--- src/hdl/agr_pkg.sv ---
// package of offsets, widths and reset values for the gateway register bank
// assumes a 32-bit AXI4-Lite bus with byte addressing
`default_nettype none
package agr_pkg;
   localparam int unsigned DATA_W = 32;
   localparam int unsigned ADDR_W = 4;
   // byte offsets of the two register words in each interface map; each map starts at zero
   localparam logic [3:0] OFS_WORD_A = 4'h0;
   localparam logic [3:0] OFS_WORD_B = 4'h4;
   localparam int unsigned WORD_LSB = 2;
   localparam logic [31:0] RST_WORD = 32'h00000000;
   localparam logic [1:0] RESP_OKAY = 2'h0;
endpackage
`default_nettype wire

--- src/hdl/agr_wr_slave.sv ---
// write channel of the input-port map: holds the host-writable words
// assumes awvalid/wvalid/bready from an AXI4-Lite master on core_clk
`timescale 1ns/10ps
`default_nettype none
module agr_wr_slave #(
   parameter int unsigned IN_W_A = 32,
   parameter int unsigned IN_W_B = 32
) (
   // clock and reset
   input wire logic core_clk,
   input wire logic rst,
   // write address and data
   input wire logic awvalid,
   output logic awready,
   input wire logic [agr_pkg::ADDR_W-1:0] awaddr,
   input wire logic wvalid,
   output logic wready,
   input wire logic [31:0] wdata,
   input wire logic [3:0] wstrb,
   // write response
   output logic bvalid,
   input wire logic bready,
   output logic [1:0] bresp,
   // stored words
   output logic [31:0] word_a_ff,
   output logic [31:0] word_b_ff
);
   // -------------------------------------------------------
   // accept address and data together, one transfer at a time
   // -------------------------------------------------------
   logic take;
   logic [31:0] mask_a;
   logic [31:0] mask_b;
   logic [31:0] strb_mask;
   assign take = awvalid && wvalid && !bvalid;
   assign mask_a = (IN_W_A >= 32) ? 32'hFFFFFFFF : ((32'h00000001 << IN_W_A) - 32'h00000001);
   assign mask_b = (IN_W_B >= 32) ? 32'hFFFFFFFF : ((32'h00000001 << IN_W_B) - 32'h00000001);
   genvar gi;
   generate
      for (gi = 0; gi < 4; gi++) begin : g_strb
         assign strb_mask[gi*8 +: 8] = {8{wstrb[gi]}};
      end
   endgenerate
   // ready pulses with the accepted transfer
   always_ff @(posedge core_clk or posedge rst) begin
      if (rst) begin
         awready <= 1'b0;
         wready <= 1'b0;
      end else begin
         awready <= take && !awready;
         wready <= take && !awready;
      end
   end
   // response held until bready; always OKAY, unmapped writes dropped
   always_ff @(posedge core_clk or posedge rst) begin
      if (rst) begin
         bvalid <= 1'b0;
         bresp <= agr_pkg::RESP_OKAY;
      end else begin
         if (awready) begin
            bvalid <= 1'b1;
         end else if (bready) begin
            bvalid <= 1'b0;
         end
         bresp <= agr_pkg::RESP_OKAY;
      end
   end
   // word select by address bits above bit 1, lsb-justified storage
   always_ff @(posedge core_clk or posedge rst) begin
      if (rst) begin
         word_a_ff <= agr_pkg::RST_WORD;
         word_b_ff <= agr_pkg::RST_WORD;
      end else if (take && !awready) begin
         if (awaddr[agr_pkg::ADDR_W-1:agr_pkg::WORD_LSB] == agr_pkg::OFS_WORD_A[3:2]) begin
            word_a_ff <= ((word_a_ff & ~strb_mask) | (wdata & strb_mask)) & mask_a;
         end
         if (awaddr[agr_pkg::ADDR_W-1:agr_pkg::WORD_LSB] == agr_pkg::OFS_WORD_B[3:2]) begin
            word_b_ff <= ((word_b_ff & ~strb_mask) | (wdata & strb_mask)) & mask_b;
         end
      end
   end
endmodule // agr_wr_slave
`default_nettype wire

--- src/hdl/agr_rd_slave.sv ---
// read channel of one map: returns one of two words by address
// assumes an AXI4-Lite master on core_clk
`timescale 1ns/10ps
`default_nettype none
module agr_rd_slave (
   // clock and reset
   input wire logic core_clk,
   input wire logic rst,
   // read address
   input wire logic arvalid,
   output logic arready,
   input wire logic [agr_pkg::ADDR_W-1:0] araddr,
   // read data
   output logic rvalid,
   input wire logic rready,
   output logic [31:0] rdata,
   output logic [1:0] rresp,
   // words to read
   input wire logic [31:0] word_a,
   input wire logic [31:0] word_b
);
   // -------------------------------------------------------
   // single outstanding read; unmapped words read zero
   // -------------------------------------------------------
   logic take;
   assign take = arvalid && !rvalid && !arready;
   always_ff @(posedge core_clk or posedge rst) begin
      if (rst) begin
         arready <= 1'b0;
         rvalid <= 1'b0;
         rdata <= agr_pkg::RST_WORD;
         rresp <= agr_pkg::RESP_OKAY;
      end else begin
         arready <= take;
         rresp <= agr_pkg::RESP_OKAY;
         if (take) begin
            rvalid <= 1'b1;
            if (araddr[agr_pkg::ADDR_W-1:agr_pkg::WORD_LSB] == agr_pkg::OFS_WORD_A[3:2]) begin
               rdata <= word_a;
            end else if (araddr[agr_pkg::ADDR_W-1:agr_pkg::WORD_LSB] == agr_pkg::OFS_WORD_B[3:2]) begin
               rdata <= word_b;
            end else begin
               rdata <= agr_pkg::RST_WORD;
            end
         end else if (rready) begin
            rvalid <= 1'b0;
         end
      end
   end
endmodule // agr_rd_slave
`default_nettype wire

--- src/hdl/agr_gateway_regs.sv ---
// top of the gateway register bank: input-port map and output-port map
// assumes two AXI4-Lite masters on core_clk and design ports on core_clk
//
// Notes on behaviour
// every port register takes its own word-aligned offset, a multiple of four.
// offsets in each map start at zero.
// auto-placed registers ascend in the name order of their ports.
// a port of more than 32 bits is refused at elaboration.
// a narrow port is driven from the low bits of its register.
// explicitly placed registers are laid down before auto-placed ones.
// two equal explicit offsets are an elaboration error.
// auto-placed registers fill gaps between explicit offsets first.
// input registers store the low port-width bits of each write and read back, lsb-justified.
// output registers are read-only; writes do not alter them.
// all registers act on the rising clock edge.
// every access answers OKAY and words are chosen by address bits above bit 1.
`timescale 1ns/10ps
`default_nettype none
module agr_gateway_regs #(
   parameter int unsigned IN_W_A = 32,
   parameter int unsigned IN_W_B = 32,
   parameter int unsigned OUT_W_A = 32,
   parameter int unsigned OUT_W_B = 32
) (
   // clock and reset
   input wire logic core_clk,
   input wire logic rst,
   // input map write channels
   input wire logic in_awvalid,
   output logic in_awready,
   input wire logic [agr_pkg::ADDR_W-1:0] in_awaddr,
   input wire logic in_wvalid,
   output logic in_wready,
   input wire logic [31:0] in_wdata,
   input wire logic [3:0] in_wstrb,
   output logic in_bvalid,
   input wire logic in_bready,
   output logic [1:0] in_bresp,
   // input map read channels
   input wire logic in_arvalid,
   output logic in_arready,
   input wire logic [agr_pkg::ADDR_W-1:0] in_araddr,
   output logic in_rvalid,
   input wire logic in_rready,
   output logic [31:0] in_rdata,
   output logic [1:0] in_rresp,
   // output map write channels, accepted and discarded
   input wire logic out_awvalid,
   output logic out_awready,
   input wire logic [agr_pkg::ADDR_W-1:0] out_awaddr,
   input wire logic out_wvalid,
   output logic out_wready,
   input wire logic [31:0] out_wdata,
   input wire logic [3:0] out_wstrb,
   output logic out_bvalid,
   input wire logic out_bready,
   output logic [1:0] out_bresp,
   // output map read channels
   input wire logic out_arvalid,
   output logic out_arready,
   input wire logic [agr_pkg::ADDR_W-1:0] out_araddr,
   output logic out_rvalid,
   input wire logic out_rready,
   output logic [31:0] out_rdata,
   output logic [1:0] out_rresp,
   // design under test ports
   output logic [IN_W_A-1:0] input_port_word_a,
   output logic [IN_W_B-1:0] input_port_word_b,
   input wire logic [OUT_W_A-1:0] output_port_word_a,
   input wire logic [OUT_W_B-1:0] output_port_word_b
);
   // -------------------------------------------------------
   // elaboration checks on the fixed map
   // -------------------------------------------------------
   // map is fixed: a at 0x0, b at 0x4 in each map, in name order
   // both words are placed up front, so no auto-placed word can precede them
   generate
      if (IN_W_A > 32 || IN_W_B > 32 || OUT_W_A > 32 || OUT_W_B > 32) begin : g_too_wide
         $error("port wider than one register word");
      end
      if (agr_pkg::OFS_WORD_A == agr_pkg::OFS_WORD_B) begin : g_clash
         $error("two register words share one offset");
      end
      if (agr_pkg::OFS_WORD_A[1:0] != 2'h0 || agr_pkg::OFS_WORD_B[1:0] != 2'h0) begin : g_align
         $error("register offset not word aligned");
      end
      if (agr_pkg::OFS_WORD_A != 4'h0) begin : g_base
         $error("first register word not at offset zero");
      end
      if (agr_pkg::OFS_WORD_B <= agr_pkg::OFS_WORD_A) begin : g_order
         $error("register words not ascending in name order");
      end
      // a hole here would push later words higher than needed
      if (agr_pkg::OFS_WORD_B != agr_pkg::OFS_WORD_A + 4'h4) begin : g_hole
         $error("gap left between register words");
      end
   endgenerate

   // -------------------------------------------------------
   // input map
   // -------------------------------------------------------
   logic [31:0] word_a;
   logic [31:0] word_b;
   agr_wr_slave #(
      .IN_W_A(IN_W_A),
      .IN_W_B(IN_W_B)
   ) u_in_wr (
      .core_clk(core_clk),
      .rst(rst),
      .awvalid(in_awvalid),
      .awready(in_awready),
      .awaddr(in_awaddr),
      .wvalid(in_wvalid),
      .wready(in_wready),
      .wdata(in_wdata),
      .wstrb(in_wstrb),
      .bvalid(in_bvalid),
      .bready(in_bready),
      .bresp(in_bresp),
      .word_a_ff(word_a),
      .word_b_ff(word_b)
   );
   agr_rd_slave u_in_rd (
      .core_clk(core_clk),
      .rst(rst),
      .arvalid(in_arvalid),
      .arready(in_arready),
      .araddr(in_araddr),
      .rvalid(in_rvalid),
      .rready(in_rready),
      .rdata(in_rdata),
      .rresp(in_rresp),
      .word_a(word_a),
      .word_b(word_b)
   );
   // port drives come from the stored flops' low bits
   assign input_port_word_a = word_a[IN_W_A-1:0];
   assign input_port_word_b = word_b[IN_W_B-1:0];

   // -------------------------------------------------------
   // output map: sampled design outputs
   // -------------------------------------------------------
   logic [31:0] out_a_ff;
   logic [31:0] out_b_ff;
   // same clock as the design, so no synchroniser; one cycle of latency
   always_ff @(posedge core_clk or posedge rst) begin
      if (rst) begin
         out_a_ff <= agr_pkg::RST_WORD;
         out_b_ff <= agr_pkg::RST_WORD;
      end else begin
         out_a_ff <= 32'(output_port_word_a);
         out_b_ff <= 32'(output_port_word_b);
      end
   end
   agr_rd_slave u_out_rd (
      .core_clk(core_clk),
      .rst(rst),
      .arvalid(out_arvalid),
      .arready(out_arready),
      .araddr(out_araddr),
      .rvalid(out_rvalid),
      .rready(out_rready),
      .rdata(out_rdata),
      .rresp(out_rresp),
      .word_a(out_a_ff),
      .word_b(out_b_ff)
   );

   // writes to the output map complete OKAY but store nothing
   logic out_take;
   assign out_take = out_awvalid && out_wvalid && !out_bvalid && !out_awready;
   always_ff @(posedge core_clk or posedge rst) begin
      if (rst) begin
         out_awready <= 1'b0;
         out_wready <= 1'b0;
         out_bvalid <= 1'b0;
         out_bresp <= agr_pkg::RESP_OKAY;
      end else begin
         out_awready <= out_take;
         out_wready <= out_take;
         out_bresp <= agr_pkg::RESP_OKAY;
         if (out_awready) begin
            out_bvalid <= 1'b1;
         end else if (out_bready) begin
            out_bvalid <= 1'b0;
         end
      end
   end
endmodule // agr_gateway_regs
`default_nettype wire

--- config.mk ---
export PLATFORM = sky130hd
export DESIGN_NAME = agr_gateway_regs
export DESIGN_NICKNAME = d
export VERILOG_FILES = /design/src/hdl/agr_pkg.sv /design/src/hdl/agr_wr_slave.sv /design/src/hdl/agr_rd_slave.sv /design/src/hdl/agr_gateway_regs.sv
export SDC_FILE = /design/constraint.sdc
export NUM_CORES = 1
export LEC_CHECK = 0
export BUFFER_PORTS_ARGS = -buffer_cell sky130_fd_sc_hd__buf_2
export CAP_MARGIN = 20
export CORE_MARGIN = 2
export CORE_UTILIZATION = 52
export CTS_BUF_LIST = sky130_fd_sc_hd__clkbuf_8 sky130_fd_sc_hd__clkbuf_16
export DETAILED_ROUTE_END_ITERATION = 8
export PLACE_DENSITY = 0.95
export SLEW_MARGIN = 5
export SYNTH_ARGS = -nofsm -noshare
export SYNTH_HDL_FRONTEND = slang
export SYNTH_HIERARCHICAL = 1
export SYNTH_SLANG_ARGS = --single-unit
--- constraint.sdc ---
create_clock -name core_clk -period 4.94 [get_ports core_clk]
set_input_delay 0.988 -clock core_clk [delete_from_list [all_inputs] [get_ports core_clk]]
set_output_delay 0.988 -clock core_clk [all_outputs]
set_load 0.05 [all_outputs]
Yosys cells after proc, flatten, opt, wreduce, memory -nomap -nowiden
Index checks and enable logic that the tools add are counted.

operators by class
  add/sub/neg operators = 0
  multipliers = 0
  div/mod/pow operators = 0
  $lt $le $gt $ge = 0
  equal/unequal tests = 3
  shift operators = 0
  mux-type cells = 12
  bitwise logic cells = 6
  reduce and logical (&&, ||, !) cells = 27

operators by type and width
  kind                  number
  $mux W32              4
  $and A32 B32 Y32      3
  $or A32 B32 Y32       2
  $not A32 Y32          1
  $logic_and A1 B1 Y1   10
  $logic_not A1 Y1      8
  $mux W1               8
  $reduce_bool A2 Y1    4
  $eq A2 B1 Y1 const B  3
  $logic_not A2 Y1      3
  $reduce_and A2 Y1     2

storage, ports and cells
  register bits after elaboration = 200
  bits in latches = 0
  bits in writable memories = 0
  memory bits (read-only) = 0
  output and inout bits = 146
  logic and storage cells = 62
  memories = 0

Depth between registers and ports, before layout
  depth in word-level cells = 4
  gate-level depth with buffers = 5
  mapped depth without buffers = 3

Modules after synthesis
Netlist, hierarchy kept.

modules (own cells, without submodules)
  module            times used  cells each  area an instance (sq um)  sequential area each (sq um)
  agr_rd_slave      2           119         1,789.2                   850.8
  agr_wr_slave      1           151         2,646.3                   1,651.6
  agr_gateway_regs  1           75          1,706.6                   1,651.6

Worst setup path before layout
Ideal clock, no wire load.

  path type = input to register
  from = in in_awvalid
  to = reg with a tool-made name
  setup time = 125 ps
  data arrival time = 1,945 ps
  data required time = 4,815 ps
  slack = 2,870 ps
  stages on the path = 5
  path through = and4bb_1 > buf_6 > and3_4 > buf_6 > mux2_4

RTL lines
  what             RTL line                RTL
  start, declared  agr_gateway_regs.sv:29  input wire logic in_awvalid,

Worst setup path after layout
  from = in out_araddr[3] (netlist name)
  to = reg u_out_rd.rdata[15]

on the way
  cells in the longest elaborated chain, start to end = 3
  elaborated cells between the ends (all ways) = 4
  classes of those cells = eq/ne (1); mux (2); reduce/logical (1)

RTL lines
  what                  RTL line                RTL
  start, declared       agr_gateway_regs.sv:61  input wire logic [agr_pkg::ADDR_W-1:0] out_araddr,
  $eq A2 B1 Y1          agr_rd_slave.sv:40      end else if (araddr[agr_pkg::ADDR_W-1:agr_pkg::WORD_LSB] == agr_pkg::OFS_WORD_B[3:2]) begin
  $mux W32              agr_rd_slave.sv:40
  $mux W32 *            agr_rd_slave.sv:38      if (araddr[agr_pkg::ADDR_W-1:agr_pkg::WORD_LSB] == agr_pkg::OFS_WORD_A[3:2]) begin
  end signal, assigned  agr_rd_slave.sv:39      rdata <= word_a;
  end signal, assigned  agr_rd_slave.sv:41      rdata <= word_b;
  end signal, assigned  agr_rd_slave.sv:43      rdata <= agr_pkg::RST_WORD;
  end, declared         agr_rd_slave.sv:16      output logic [31:0] rdata,

Mark *: on every way between the ends. The rest lies on a longest branch, timed or not.
A chain may end at the register's enable or synchronous reset.

==> impl_metrics.yaml <==
outcome:
  status: "finished, final reports clean"
global_route:
  grt-ovfl-total: 0
  grt_max_degree: 51
  antenna_found_initial: 0
  grt_pass1_wl_um: 28460
  grt_usage_pct: 23.17
  grt_pass1_vias: 5226
worst_hold_path:
  holdCritStartpoint: "out_bvalid"
  holdPathStages: 1
  hold_path.class: "flip-flop to flip-flop"
  worstHoldEndpoint: "out_wready"
detailed_routing:
  viasPerCell: 5.312
  wl_per_cell_um: 20.23
  drc: 0
  finalWirelength_um: 18470
  vias: 4850
  ant_nets: 0
  drt_pre_antenna_iters: 4
  drt_iter0_drc: 162
floorplan:
  coreArea_mm2: 0.01503
  initial_core_util_pct: 52.76
  die_area_mm2: 0.01626
  die_y_um: 127.5
  boundaryPins: 310
  rows: 45
  die_w_um: 127.5
synthesis:
  yosys.area.top_type: "dfrtp_1"
  ys_warn_count: 6
  ys_seq_elements: 200
  synth_edf_count: 0
  async_flop_share_pct: 100.0
  synth.most_common_cell: "dfrtp_1"
  syn_inst: 464
  syn_avg_cell_area_um2: 17.09
  synthTopCellsByCount: "200 x dfrtp_1, 64 x mux2i_1, 60 x o2bb2ai_2, 48 x mux2_2, 16 x mux2_4"
  synthTopCellsByArea: "dfrtp_1 63%, o2bb2ai_2 11%, mux2i_1 8.1%"
  syn_area_mm2: 0.007931
  yosysUniqueCellTypes: 25
  synth.top_cell.area_share_pct: 63.10
  synth_ff_type: "dfrtp_1"
  ys_seq_area_share_pct: 63.10
critical_path:
  crit_required_ns: 5.29
  slowest_delay_ns: 0.98
  cp_max_fo: 18
  start_kind: "input port"
  rr_worst_depth: 3
  endpoint_kind: "flip-flop"
  criticalPathCategory: "input port to flip-flop"
  path_cells: "buf_2, or4b_2, buf_12, o2bb2ai_2"
  worstPathBufferInverterCount: 2
  worstPathArrival_ns: 2.51
  crit_path_top_delay_cell: "or4b_2"
  rrSetupSlack_ns: 2.98
  crit_family: "simple AND/OR/NAND/NOR gates"
  worstReg2RegStart: "u_in_wr/wready"
sta:
  holdWs_ns: 0.4783
  setup_tns_ns: 0
  fin_crit_sh_pct: 43.82
  setup_viol: 0
  hold_violations: 0
  finalMaxSlewViolations: 0
  rsz0062_at_grt: "no"
  tightest_slew_ns: 1.075
  period_needed_ns: 2.165
  worst_slack_ns: 2.775
  fin_skew_ns: 0.01650
  relSlewSlack_pct: 28.30
  clock.fmax_mhz: 461.9
layout:
  multi_input_area_mm2: 0.002603
  drive_above_1_share_pct: 60.00
  fin_area_mm2: 0.009894
  seq_area_mm2: 0.005005
  syn2layout_area_growth_pct: 24.75
  insertedDiodeCount: 0
  nNetsFinal: 877
  fin_util_pct: 65.82
  nFillCells: 1029
clock_network:
  worstSkewPairLatency_ns: 0.43
  post_cts_buffers: 0
  clkSlewWorstSetupHoldPaths_ns: 0.07
  cts_buffers: 17
  cts-root-buf: "clkbuf_16"
  cts_resized: 0
  cts_tree: "built"
  cts_buffer_depth: 2
  h-tree-depth: 4
  cts_sinks: 200
  ctsHoldBuffers: 0
power_and_ir_drop:
  powerDensity_mw_per_mm2: 579.5
  ir_drop_mv: 0.3862
  p_leak_nw: 5.048
placement:
  gp_congestion: 0.7948
  dpl.hpwl_um: 12690
  dp_slack_ns: 2.353
  portBuffers: 255
  dpl_cell_area_mm2: 0.009241
job:
  drv_cap: 0
-- stage by stage --
stage                     total power [mW]  std cells
final                                5.733        913
after global routing                 5.958        913
after CTS                            5.768        912
after detailed placement             4.302        881
after global placement               4.243        879
after floorplan                      3.794        468
-- layer usage --
metal,up-vias,global-route usage [%],part of all wire (%)
met1,2448,28.58,40
met5,-,0,0
li1,2163,-,-
met2,214,38.31,49
met4,0,7.304,1.5
met3,25,8.417,8.6
-- cell families (layout without fill, tap and decap cells) --
logic type	Yosys count	after routing	share of synthesized area (%)
and+or+nand+nor	17	17	2.382
other	4	8	0.1892
DFF	200	200	63.10
AOI/OAI and AO/OA	68	68	12.13
muxes	128	128	17.92
buffers and inverters	47	304	4.275
-- layout by cell type (no fill, tap or decap), drive strengths merged, types with 3 or more instances in the layout --
| cell | n |
|---|---|
| buf | 263 |
| clkbuf | 20 |
| mux2i | 64 |
| dfrtp | 200 |
| conb | 8 |
| mux2 | 64 |
| o2bb2ai | 64 |
| bufinv | 3 |
| inv | 15 |
| nand3 | 4 |
-- worst max path at each step --
stage / startpoint / end / slack (ns) / cells past startpoint
detailed placement: out_araddr[3] / u_out_rd/rdata[7] / 2.35 / 4
CTS: flip-flop / input_port_word_b[24] / 2.79 / 1
finish: out_araddr[3] / u_out_rd/rdata[15] / 2.78 / 4
global route: in_awvalid / flip-flop / 2.78 / 4
floorplan: rst / out_a_ff[0] / 2.30 / 1
global placement: out_araddr[3] / u_out_rd/rdata[24] / 2.29 / 3
-- cell type report --
cell class | instances | share of cell area [%]
Inverter | 10 | 0.3794
Timing Repair Buffer | 263 | 14.04
Clock buffer | 20 | 4.717
Sequential cell | 200 | 50.58
Multi-Input combinational cell | 221 | 26.30
Tap cell | 188 | 2.377
Clock inverter | 11 | 1.606
-- power breakdown --
group / internal (mW) / switching [mW]
Combinational: 0.588 / 1.49
Sequential: 1.96 / 0.244
Clock: 0.846 / 0.608
Total: 3.39 / 2.34
(Power assumes the default switching activity.)
